<file path="config.mk">
export PLATFORM = sky130hd
export DESIGN_NAME = tod_parser
export DESIGN_NICKNAME = d
export VERILOG_FILES = /design/src/include/tod_pkg.sv /design/src/design/tod_parser.sv
export SDC_FILE = /design/constraint.sdc
export NUM_CORES = 1
export LEC_CHECK = 0
export BUFFER_PORTS_ARGS = -buffer_cell sky130_fd_sc_hd__buf_4
export CORE_UTILIZATION = 57
export CTS_CLUSTER_DIAMETER = 40
export DETAILED_ROUTE_END_ITERATION = 12
export PLACE_DENSITY = 0.85
export SLEW_MARGIN = 15
export SYNTH_ARGS = -nofsm -noshare
export SYNTH_HDL_FRONTEND = slang
export SYNTH_SLANG_ARGS = --single-unit
export TNS_END_PERCENT = 100
</file>
<file path="constraint.sdc">
create_clock -name aclk -period 5.25 [get_ports aclk]
set_input_delay 0 -clock aclk [delete_from_list [all_inputs] [get_ports aclk]]
set_output_delay 0 -clock aclk [all_outputs]
set_load 0.005 [all_outputs]
</file>
<file path="src/include/tod_pkg.sv">
// Package: register map, field layout, states and carrier of the transmit offload parser
package tod_pkg;
   // ------------------------------------------------------------
   // Register map (byte addresses) and reset values
   // ------------------------------------------------------------
   localparam logic [7:0]  REG_CTRL   = 8'h00;
   localparam logic [7:0]  REG_TRANSMIT_RING_BASE  = 8'h04;
   localparam logic [7:0]  REG_DEFAULT_VLAN_REGISTER = 8'h08;
   localparam logic [7:0]  REG_CURBD  = 8'h0C;
   localparam logic [7:0]  REG_TAG    = 8'h10;
   localparam int          CTRL_EN    = 0;
   localparam int          CTRL_VLAN  = 1;
   localparam int          CTRL_TMR   = 2;
   localparam logic [2:0]  CTRL_RST   = 3'h0;
   localparam logic [31:0] TRANSMIT_RING_BASE_RST  = 32'h0000_0000;
   localparam logic [15:0] DEFAULT_VLAN_REGISTER_RST = 16'h0000;
   localparam logic [15:0] TAG_RST    = 16'h0000;
   localparam logic [1:0]  RESP_OKAY  = 2'h0;
   localparam logic [1:0]  RESP_DECERR = 2'h3;
   // ------------------------------------------------------------
   // Memory layout: descriptors and control block are 8 bytes
   // ------------------------------------------------------------
   localparam logic [31:0] DESC_STEP  = 32'h0000_0008;
   localparam logic [31:0] WORD_STEP  = 32'h0000_0004;
   // Descriptor word 0: flags in [31:16], length in [15:0]
   localparam int          BD_READY   = 31;
   localparam int          BD_WRAP    = 29;
   localparam int          BD_LAST    = 27;
   localparam int          BD_TOE     = 17;
   localparam logic [15:0] STAT_MASK  = 16'h02FF;
   // Control block word 0: flags, layer 4 offset, layer 3 offset
   localparam int          FCB_VLN    = 31;
   localparam int          FCB_IP     = 30;
   localparam int          FCB_IP6    = 29;
   localparam int          FCB_TUP    = 28;
   localparam int          FCB_UDP    = 27;
   localparam int          FCB_CIP    = 26;
   localparam int          FCB_CTU    = 25;
   localparam int          FCB_NPH    = 24;
   localparam int          FCB_PTP    = 16;
   localparam int          LAYER4_OFFSET_LSB   = 8;
   localparam int          LAYER3_OFFSET_LSB   = 0;
   // Control block word 1: software pseudo sum, vlan word or tag
   localparam int          SOFTWARE_PSEUDO_SUM_LSB   = 16;
   localparam int          VLAN_CONTROL_WORD_LSB  = 0;
   // ------------------------------------------------------------
   // States and carrier
   // ------------------------------------------------------------
   typedef enum logic [8:0] {
      ST_IDLE = 9'h001, ST_BD0 = 9'h002, ST_BD1 = 9'h004,
      ST_FCB0 = 9'h008, ST_FCB1 = 9'h010, ST_SEND = 9'h020,
      ST_WAIT = 9'h040, ST_CLR = 9'h080, ST_STAT = 9'h100
   } tod_state_e;
   typedef struct packed {
      logic [31:0] buf_ptr;
      logic [15:0] length;
      logic        first;
      logic        last;
      logic        fcb_present;
      logic        ptp;
      logic        ts_capture;
      logic [15:0] ts_tag;
      logic        vlan_insert;
      logic [15:0] vlan_word;
      logic        l3_valid;
      logic        ipv6;
      logic [7:0]  l3_offset;
      logic        l4_tcp;
      logic        l4_udp;
      logic [7:0]  l4_offset;
      logic        ipv4_csum;
      logic        l4_csum;
      logic        sw_pseudo;
      logic [15:0] pseudo_sum;
   } tod_ctl_s;
endpackage : tod_pkg

</file>
<file path="src/design/tod_parser.sv">
// Transmit descriptor walker and control block parser with AXI4-Lite registers
// Summary of operation
// - Control block bit 15 marks a timing packet; capture its transmit time.
// - Copy control block bytes 6-7 into the captured timestamp tag.
// - Timing mark overrides the vlan valid bit; no per-packet tag insertion.
// - Timing packets take any inserted tag from the default vlan register.
// - Vlan valid 0 ignores the word; 1 with insertion enabled uses it.
// - Bit 1 set means IP layer 3 with valid offset; clear ignores layers 3+.
// - Bit 2 selects IPv6 over IPv4, honoured only while the IP bit is set.
// - Bit 3 means TCP, or UDP with bit 4; clear means no layer 4 work.
// - Bit 5 requests the IPv4 header checksum.
// - Bit 6 requests TCP checksum when IP, layer 4 set and UDP clear.
// - Bit 7 uses the software pseudo sum instead of computing it.
// - Layer 4 offset is 8 bits after layer 3 start, at most 255.
// - Layer 3 offset counts from frame start, excluding the control block.
// - Descriptors are consecutive; advance by one, return to base on wrap.
// - Each descriptor is 8 bytes: status, length, buffer pointer.
// - The ownership bit decides who may process a descriptor.
// - When done, clear ownership first, then write the transfer status.
`timescale 1ns/1ps
module tod_parser
   import tod_pkg::*;
(
   input  wire logic        aclk,
   input  wire logic        aresetn,
   input  wire logic [7:0]  s_axi_awaddr,
   input  wire logic        s_axi_awvalid,
   output logic             s_axi_awready,
   input  wire logic [31:0] s_axi_wdata,
   input  wire logic [3:0]  s_axi_wstrb,
   input  wire logic        s_axi_wvalid,
   output logic             s_axi_wready,
   output logic [1:0]       s_axi_bresp,
   output logic             s_axi_bvalid,
   input  wire logic        s_axi_bready,
   input  wire logic [7:0]  s_axi_araddr,
   input  wire logic        s_axi_arvalid,
   output logic             s_axi_arready,
   output logic [31:0]      s_axi_rdata,
   output logic [1:0]       s_axi_rresp,
   output logic             s_axi_rvalid,
   input  wire logic        s_axi_rready,
   output logic             mem_req,
   output logic             mem_we,
   output logic [31:0]      mem_addr,
   output logic [31:0]      mem_wdata,
   input  wire logic        mem_ack,
   input  wire logic [31:0] mem_rdata,
   output logic             tx_valid,
   output tod_ctl_s         tx_ctl,
   input  wire logic        tx_ready,
   input  wire logic        tx_done,
   input  wire logic [15:0] tx_status
);
   // ------------------------------------------------------------
   // State
   // ------------------------------------------------------------
   logic [2:0]  ctrl_r;
   logic [31:0] transmit_ring_base_r;
   logic [15:0] default_vlan_register_r;
   logic [31:0] cur_r;
   logic [15:0] tag_r;
   logic        awready_r;
   logic        arready_r;
   logic        bvalid_r;
   logic [1:0]  bresp_r;
   logic        rvalid_r;
   logic [1:0]  rresp_r;
   logic [31:0] rdata_r;
   tod_state_e  state_r;
   logic        mem_req_r;
   logic        mem_we_r;
   logic [31:0] mem_addr_r;
   logic [31:0] mem_wdata_r;
   logic [31:0] bd0_r;
   logic [31:0] bd1_r;
   logic [31:0] fcb0_r;
   logic [31:0] fcb1_r;
   logic        first_r;
   logic [15:0] stat_r;
   logic        tx_valid_r;
   tod_ctl_s    ctl_r;
   tod_ctl_s    ctl_nxt;

   // ------------------------------------------------------------
   // Register bus decode
   // ------------------------------------------------------------
   // Write waits for address and data together; one write at a time
   wire wr_go  = s_axi_awvalid & s_axi_wvalid & ~awready_r & ~bvalid_r;
   wire wr_hs  = s_axi_awvalid & s_axi_wvalid & awready_r;
   wire wr_map = s_axi_awaddr <= REG_TAG && s_axi_awaddr[1:0] == 2'h0;
   wire ctrl_wr   = wr_hs & (s_axi_awaddr == REG_CTRL);
   wire transmit_ring_base_wr  = wr_hs & (s_axi_awaddr == REG_TRANSMIT_RING_BASE);
   wire default_vlan_register_wr = wr_hs & (s_axi_awaddr == REG_DEFAULT_VLAN_REGISTER);
   wire rd_go  = s_axi_arvalid & ~arready_r & ~rvalid_r;
   wire rd_hs  = s_axi_arvalid & arready_r;
   wire rd_map = s_axi_araddr <= REG_TAG && s_axi_araddr[1:0] == 2'h0;
   logic [31:0] rd_mux;
   logic [31:0] wr_val;

   // Byte lanes merged over the old value of the addressed register
   function automatic logic [31:0] lanes(input logic [31:0] o, input logic [31:0] d, input logic [3:0] s);
      for (int i = 0; i < 4; i++) lanes[8*i +: 8] = s[i] ? d[8*i +: 8] : o[8*i +: 8];
   endfunction : lanes

   // Old value seen by the write, read mux
   always_comb begin
      case (s_axi_awaddr)
         REG_CTRL:   wr_val = lanes({29'h0, ctrl_r}, s_axi_wdata, s_axi_wstrb);
         REG_TRANSMIT_RING_BASE:  wr_val = lanes(transmit_ring_base_r, s_axi_wdata, s_axi_wstrb);
         REG_DEFAULT_VLAN_REGISTER: wr_val = lanes({16'h0, default_vlan_register_r}, s_axi_wdata, s_axi_wstrb);
         default:    wr_val = 32'h0000_0000;
      endcase
      case (s_axi_araddr)
         REG_CTRL:   rd_mux = {29'h0, ctrl_r};
         REG_TRANSMIT_RING_BASE:  rd_mux = transmit_ring_base_r;
         REG_DEFAULT_VLAN_REGISTER: rd_mux = {16'h0, default_vlan_register_r};
         REG_CURBD:  rd_mux = cur_r;
         REG_TAG:    rd_mux = {7'h0, state_r, tag_r};
         default:    rd_mux = 32'h0000_0000;
      endcase
   end

   // Bus handshakes
   always_ff @(posedge aclk) begin
      if (!aresetn) begin
         awready_r <= 1'b0;
         arready_r <= 1'b0;
         bvalid_r  <= 1'b0;
         bresp_r   <= RESP_OKAY;
         rvalid_r  <= 1'b0;
         rresp_r   <= RESP_OKAY;
         rdata_r   <= 32'h0000_0000;
      end else begin
         awready_r <= wr_go;
         arready_r <= rd_go;
         if (wr_hs) begin
            bvalid_r <= 1'b1;
            bresp_r  <= wr_map ? RESP_OKAY : RESP_DECERR;
         end else if (s_axi_bready) begin
            bvalid_r <= 1'b0;
         end
         if (rd_hs) begin
            rvalid_r <= 1'b1;
            rresp_r  <= rd_map ? RESP_OKAY : RESP_DECERR;
            rdata_r  <= rd_mux;
         end else if (s_axi_rready) begin
            rvalid_r <= 1'b0;
         end
      end
   end

   // Software registers; read-only offsets ignore writes
   always_ff @(posedge aclk) begin
      if (!aresetn) begin
         ctrl_r   <= CTRL_RST;
         transmit_ring_base_r  <= TRANSMIT_RING_BASE_RST;
         default_vlan_register_r <= DEFAULT_VLAN_REGISTER_RST;
      end else begin
         if (ctrl_wr) ctrl_r <= wr_val[2:0];
         if (transmit_ring_base_wr) transmit_ring_base_r <= wr_val;
         if (default_vlan_register_wr) default_vlan_register_r <= wr_val[15:0];
      end
   end

   // ------------------------------------------------------------
   // Control block decode
   // ------------------------------------------------------------
   // Offload fields only count in the first descriptor of a frame
   wire fcb_on = first_r & bd0_r[BD_TOE];
   wire f_ptp  = fcb0_r[FCB_PTP];
   wire f_ip   = fcb0_r[FCB_IP];
   wire f_l4   = f_ip & fcb0_r[FCB_TUP];
   assign ctl_nxt.buf_ptr     = bd1_r;
   assign ctl_nxt.length      = bd0_r[15:0];
   assign ctl_nxt.first       = first_r;
   assign ctl_nxt.last        = bd0_r[BD_LAST];
   assign ctl_nxt.fcb_present = fcb_on;
   assign ctl_nxt.ptp         = f_ptp;
   assign ctl_nxt.ts_capture  = f_ptp & ctrl_r[CTRL_TMR];
   assign ctl_nxt.ts_tag      = f_ptp ? fcb1_r[VLAN_CONTROL_WORD_LSB +: 16] : 16'h0000;
   // Timing mark wins over the vlan valid bit
   assign ctl_nxt.vlan_insert = ctrl_r[CTRL_VLAN] & (f_ptp | fcb0_r[FCB_VLN]);
   assign ctl_nxt.vlan_word   = f_ptp ? default_vlan_register_r : fcb1_r[VLAN_CONTROL_WORD_LSB +: 16];
   assign ctl_nxt.l3_valid    = f_ip;
   assign ctl_nxt.ipv6        = f_ip & fcb0_r[FCB_IP6];
   assign ctl_nxt.l3_offset   = f_ip ? fcb0_r[LAYER3_OFFSET_LSB +: 8] : 8'h00;
   assign ctl_nxt.l4_tcp      = f_l4 & ~fcb0_r[FCB_UDP];
   assign ctl_nxt.l4_udp      = f_l4 & fcb0_r[FCB_UDP];
   assign ctl_nxt.l4_offset   = f_l4 ? fcb0_r[LAYER4_OFFSET_LSB +: 8] : 8'h00;
   assign ctl_nxt.ipv4_csum   = f_ip & ~fcb0_r[FCB_IP6] & fcb0_r[FCB_CIP];
   assign ctl_nxt.l4_csum     = f_l4 & ~fcb0_r[FCB_UDP] & fcb0_r[FCB_CTU];
   assign ctl_nxt.sw_pseudo   = f_l4 & fcb0_r[FCB_NPH];
   assign ctl_nxt.pseudo_sum  = ctl_nxt.sw_pseudo ? fcb1_r[SOFTWARE_PSEUDO_SUM_LSB +: 16] : 16'h0000;

   // ------------------------------------------------------------
   // Descriptor walker
   // ------------------------------------------------------------
   // One memory access per access state, request held until ack
   wire acc_st = state_r inside {ST_BD0, ST_BD1, ST_FCB0, ST_FCB1, ST_CLR, ST_STAT};
   wire acc_done = mem_req_r & mem_ack;
   wire [15:0] own_clr = bd0_r[31:16] & ~16'h8000;
   logic [31:0] acc_addr;
   logic [31:0] acc_data;
   always_comb begin
      acc_data = 32'h0000_0000;
      case (state_r)
         ST_BD0:  acc_addr = cur_r;
         ST_BD1:  acc_addr = cur_r + WORD_STEP;
         ST_FCB0: acc_addr = bd1_r;
         ST_FCB1: acc_addr = bd1_r + WORD_STEP;
         ST_CLR: begin
            acc_addr = cur_r;
            acc_data = {own_clr, bd0_r[15:0]};
         end
         ST_STAT: begin
            acc_addr = cur_r;
            acc_data = {(own_clr & ~STAT_MASK) | (stat_r & STAT_MASK), bd0_r[15:0]};
         end
         default: acc_addr = cur_r;
      endcase
   end
   // Ownership handed back before status lands; software must not trust status until then
   wire [31:0] next_bd = bd0_r[BD_WRAP] ? transmit_ring_base_r : cur_r + DESC_STEP;

   // Memory port
   always_ff @(posedge aclk) begin
      if (!aresetn) begin
         mem_req_r   <= 1'b0;
         mem_we_r    <= 1'b0;
         mem_addr_r  <= 32'h0000_0000;
         mem_wdata_r <= 32'h0000_0000;
      end else if (acc_done) begin
         mem_req_r <= 1'b0;
      end else if (acc_st & ~mem_req_r) begin
         mem_req_r   <= 1'b1;
         mem_we_r    <= state_r inside {ST_CLR, ST_STAT};
         mem_addr_r  <= acc_addr;
         mem_wdata_r <= acc_data;
      end
   end

   // Walker sequence
   always_ff @(posedge aclk) begin
      if (!aresetn) begin
         state_r    <= ST_IDLE;
         cur_r      <= TRANSMIT_RING_BASE_RST;
         bd0_r      <= 32'h0000_0000;
         bd1_r      <= 32'h0000_0000;
         fcb0_r     <= 32'h0000_0000;
         fcb1_r     <= 32'h0000_0000;
         first_r    <= 1'b1;
         stat_r     <= 16'h0000;
         tx_valid_r <= 1'b0;
         ctl_r      <= '0;
         tag_r      <= TAG_RST;
      end else begin
         case (state_r)
            ST_IDLE: begin
               if (transmit_ring_base_wr) cur_r <= wr_val;
               else if (ctrl_r[CTRL_EN]) state_r <= ST_BD0;
            end
            ST_BD0: if (acc_done) begin
               bd0_r   <= mem_rdata;
               state_r <= mem_rdata[BD_READY] ? ST_BD1 : ST_IDLE;
            end
            ST_BD1: if (acc_done) begin
               bd1_r  <= mem_rdata;
               fcb0_r <= 32'h0000_0000;
               fcb1_r <= 32'h0000_0000;
               state_r <= fcb_on ? ST_FCB0 : ST_SEND;
            end
            ST_FCB0: if (acc_done) begin
               fcb0_r  <= mem_rdata;
               state_r <= ST_FCB1;
            end
            ST_FCB1: if (acc_done) begin
               fcb1_r  <= mem_rdata;
               state_r <= ST_SEND;
            end
            ST_SEND: begin
               tx_valid_r <= 1'b1;
               ctl_r      <= ctl_nxt;
               state_r    <= ST_WAIT;
            end
            ST_WAIT: begin
               if (tx_valid_r & tx_ready) begin
                  tx_valid_r <= 1'b0;
                  if (ctl_r.ts_capture) tag_r <= ctl_r.ts_tag;
               end
               if (~tx_valid_r & tx_done) begin
                  stat_r  <= tx_status;
                  state_r <= ST_CLR;
               end
            end
            ST_CLR: if (acc_done) state_r <= ST_STAT;
            ST_STAT: if (acc_done) begin
               cur_r   <= next_bd;
               first_r <= bd0_r[BD_LAST];
               state_r <= ST_IDLE;
            end
            default: state_r <= ST_IDLE;
         endcase
      end
   end

   // ------------------------------------------------------------
   // Outputs
   // ------------------------------------------------------------
   assign s_axi_awready = awready_r;
   assign s_axi_wready  = awready_r;
   assign s_axi_bvalid  = bvalid_r;
   assign s_axi_bresp   = bresp_r;
   assign s_axi_arready = arready_r;
   assign s_axi_rvalid  = rvalid_r;
   assign s_axi_rresp   = rresp_r;
   assign s_axi_rdata   = rdata_r;
   assign mem_req       = mem_req_r;
   assign mem_we        = mem_we_r;
   assign mem_addr      = mem_addr_r;
   assign mem_wdata     = mem_wdata_r;
   assign tx_valid      = tx_valid_r;
   assign tx_ctl        = ctl_r;
endmodule : tod_parser

</file>
==> run_results.csv <==
group,metric,value,unit
placed_design,dp.cells,3254,
floorplan,die_y,194,um
clock_tree,cts_root_buf,"sky130_fd_sc_hd__clkbuf_16",
final_layout,nFillCells,2669,
worst_setup_path,critPathArrivalTime,4460,ps
clock_tree,cts_tree,"built",
sta,tightest_slew,1120,ps
yosys,synth_top_flop_cell,"sky130_fd_sc_hd__dfxtp_1",
worst_hold_path,hold_path_depth,5,
worst_setup_path,r2r_setup_slack,1340,ps
clock_tree,tritoncts.num_buffers,57,
floorplan,core_region_area,0.0365,sq mm
yosys,synth-edff-count,0,
routing,post_drt_via_cell_ratio,6.45,
worst_setup_path,reg2reg_depth,12,
final_layout,drive_above_1_share,17.6,%
worst_setup_path,crit_required,5800,ps
floorplan,floorplan.die_area,0.0378,sq mm
routing,routed-via-count,22373,
yosys,netlist-cell-type-count,90,
floorplan,placement_row_count,70,
routing,antenna_left,0,
yosys,synth_seq_cells,467,
run,cap_viol_max_count,0,
sta,finalHoldViolCount,0,
worst_setup_path,worstSetupEndpointType,"flop",
final_layout,finish.cell_count_without_fillers,3466,
grt,grt_start_max_net_pins,176,
routing,drt_pre_antenna_iters,10,
placed_design,portBuffers,334,
grt,vias_in_the_first_global_route,21150,
yosys,synthCells,2667,
worst_setup_path,worst-path-max-fanout,15,
yosys,netlist_area,0.0211,sq mm
floorplan,io_pins,343,
grt,grt_remaining_overflow,0,
yosys,post-synth-top-area-cell,"sky130_fd_sc_hd__dfxtp_1",
sta,maxSlewHeadroom,25.6,%
clock_tree,clk_latency,620,ps
placed_design,dp_hpwl,52200,um
clock_tree,clock_sink_count,467,
routing,detail_route.wl_per_cell,22.9,um
yosys,synth.yosys.warnings,0,
final_layout,layout.nets,3059,
worst_hold_path,hold_path_class,"in -> reg",
grt,grt_use_total,40.8,%
floorplan,floorplan.initialDensity,57.7,%
worst_setup_path,critical_path.endpoint,"mem_addr[30]$_SDFFE_PN0P_",
clock_tree,ctsLongestPathBuffers,3,
yosys,synth_most_common_cell,"sky130_fd_sc_hd__nand2_1",
power_and_ir_drop,cellPowerDensity,302,mW/mm^2
routing,drc,0,
sta,timing_max_transition_violations_final,0,
worst_setup_path,criticalPathCategory,"reg -> reg",
power_and_ir_drop,power.leakage,9.78,nW
sta,final.setup.tns,0,ps
sta,grt_setup_unrepaired,"false",
final_layout,multi_input_comb_area,0.0107,sq mm
worst_setup_path,worstSetupStartpoint,"state_r[4]$_SDFFE_PN0P_",
sta,fin_skew,25.1,ps
routing,drt-initial-drc-count,2630,
sta,post-route-period-util,74.4,%
yosys,synth.top_cell.area_share,44.3,%
floorplan,die_x,194,um
final_layout,layout-area-overhead-vs-synth,25.7,%
worst_setup_path,worstReg2RegEnd,"mem_addr[30]$_SDFFE_PN0P_",
yosys,top_cells_by_area_in_the_synthesized_netlist,"sky130_fd_sc_hd__dfxtp_1 44%, sky130_fd_sc_hd__nand2_1 8.7%, sky130_fd_sc_hd__a21oi_1 7.5%",
clock_tree,clk_pin_slew_worst_paths,60,ps
sta,max_clock_freq,256,MHz
routing,drt-total-wl,79500,um
outcome,status,"complete, no violations",
worst_setup_path,startpoint_type,"flop",
grt,grt_antenna_before_repair,2,
grt,grt_pass1_wl,121000,um
power_and_ir_drop,power.ir.vdd_worst,0.299,mV
sta,setup-violations-final,0,
yosys,synthTopCellsByCount,"491 x sky130_fd_sc_hd__nand2_1, 467 x sky130_fd_sc_hd__dfxtp_1, 314 x sky130_fd_sc_hd__a21oi_1",
yosys,synth_area_per_inst,7.91,sq um
placed_design,gp_routability_congestion,0.987,
sta,timing.final.crit_period,3910,ps
clock_tree,post-cts-setup-buffers,0,
worst_setup_path,r2r_start,"state_r[4]$_SDFFE_PN0P_",
yosys,yosysSeqAreaShare,44.3,%
final_layout,seq_area,0.00935,sq mm
yosys,async_set_or_reset_flop_fraction_in_the_synthesized_netlist,0,%
yosys,synth_fp_nets,2779,
clock_tree,cts.htree.levels,2,
-- how the worst min path moves through the flow --
stage	from	end	slack (ps)
floorplan	s_axi_wvalid	s_axi_awready$_SDFF_PN0_	120
global placement	tx_status[9]	stat_r[9]$_SDFFE_PN0P_	230
detailed placement	tx_status[4]	stat_r[4]$_SDFFE_PN0P_	250
CTS	s_axi_awaddr[3]	ctrl_r[1]$_SDFFE_PN0P_	5
global route	s_axi_wstrb[1]	transmit_ring_base_r[15]$_SDFFE_PN0P_	70
finish	s_axi_wstrb[1]	default_vlan_register_r[15]$_SDFFE_PN0P_	40
-- critical path, cell delays in order (launching register included) --
cell	delay (ps)
sky130_fd_sc_hd__dfxtp_1	600
sky130_fd_sc_hd__or3b_1	510
sky130_fd_sc_hd__nor3_4	180
sky130_fd_sc_hd__nand2_1	80
sky130_fd_sc_hd__nand2_1	80
sky130_fd_sc_hd__ha_1	250
sky130_fd_sc_hd__nand3_1	160
sky130_fd_sc_hd__nor4_1	510
sky130_fd_sc_hd__mux2i_1	400
sky130_fd_sc_hd__nor4_2	600
sky130_fd_sc_hd__a31o_2	230
sky130_fd_sc_hd__nand3_1	70
sky130_fd_sc_hd__a21oi_1	150
-- cell usage in the layout (no fill, tap or decap), drive strengths merged, types with 6 or more instances in the layout --
cell / Yosys / final
nand2: 491 / 491
dfxtp: 467 / 467
buf: 48 / 371
a21oi: 317 / 317
nor2: 292 / 292
a22oi: 141 / 141
o21ai: 116 / 116
dlygate4sd3: 0 / 102
nand3: 91 / 91
clkbuf: 204 / 73
mux2i: 71 / 71
nor3: 46 / 46
a221oi: 40 / 40
a31oi: 28 / 28
nor4: 27 / 27
inv: 7 / 26
nand4: 23 / 23
xnor2: 23 / 23
a211oi: 22 / 22
o211ai: 21 / 21
and3: 20 / 20
xor2: 14 / 14
nor2b: 10 / 10
mux2: 10 / 10
clkinv: 2 / 10
and2: 9 / 9
a221o: 8 / 8
o211a: 8 / 8
o22ai: 8 / 8
or3: 7 / 7
o21a: 7 / 7
nand2b: 6 / 6
and4: 6 / 6
nand3b: 6 / 6
-- state kept, by name, summed over array words and instances (netlist names), 3 cells and up --
register / count
bd0_r: 31
stat_r: 9
ctrl_r: 3
transmit_ring_base_r: 32
bd1_r: 32
s_axi_rdata: 32
cur_r: 32
tx_ctl: 125
state_r: 9
mem_addr: 32
default_vlan_register_r: 16
tag_r: 16
mem_wdata: 31
fcb0_r: 25
fcb1_r: 32
-- kinds of logic (layout without fill, tap and decap cells) --
family,after synthesis,after routing,share of synthesized area [%]
AO/OA/AOI/OAI,757,757,22.5
adder cells (fa/ha/maj),2,2,0.119
flip-flops,467,467,44.3
other,1,3,0.0178
multiplexers,81,81,3.90
AND/OR/NAND/NOR,1061,1061,22.5
XOR/XNOR,37,37,1.54
buffers and inverters,261,590,5.08
-- final cells by class --
type	instances	area share [%]
multi-input cells	1939	40.4
diodes	2	0.0189
flip-flops and latches	467	35.3
clock buffers	73	5.95
repair buffers	473	14.4
inverters	9	0.156
clock inverters	35	1.58
well taps	468	2.21
-- through the flow --
stage / hold slack (ps) / worst slack (ps) / cell area [sq um] / total power, W / utilization, %
after floorplan: 119 / 1520 / 21100 / 0.00374 / -
after global placement: 232 / 1540 / 23500 / 0.00388 / 64.3
after detailed placement: 254 / 1460 / 23500 / 0.00388 / 64.3
after CTS: 4.65 / 1400 / 26500 / 0.00798 / 72.5
after global routing: 67.2 / 1050 / 26500 / 0.00816 / 72.6
final: 35.3 / 1340 / 26500 / 0.00800 / 72.6
-- power by group --
group / total, W / internal (W) / leakage (nW) / switching, W
clock: 0.00413 / 0.00243 / 0.981 / 0.00170
combinational: 0.000316 / 0.000129 / 5.04 / 0.000188
sequential: 0.00356 / 0.00355 / 3.76 / 0.00000664
-- timing repair --
action                                 4_1_cts  5_1_grt
setup endpoints to repair                    0        0
endpoints found under the hold margin      253        0
resized for setup                            0        0
hold buffers                               102        0
-- metal layers --
metal | routed length [um] | up-vias | GRT usage [%]
met3 | 8610 | 286 | 9.28
met5 | 0 | - | 0
met4 | 4700 | 0 | 23.7
li1 | - | 10003 | -
met2 | 36200 | 1419 | 65.1
met1 | 30100 | 10665 | 50.8
Power figures use the tool's default switching activity.
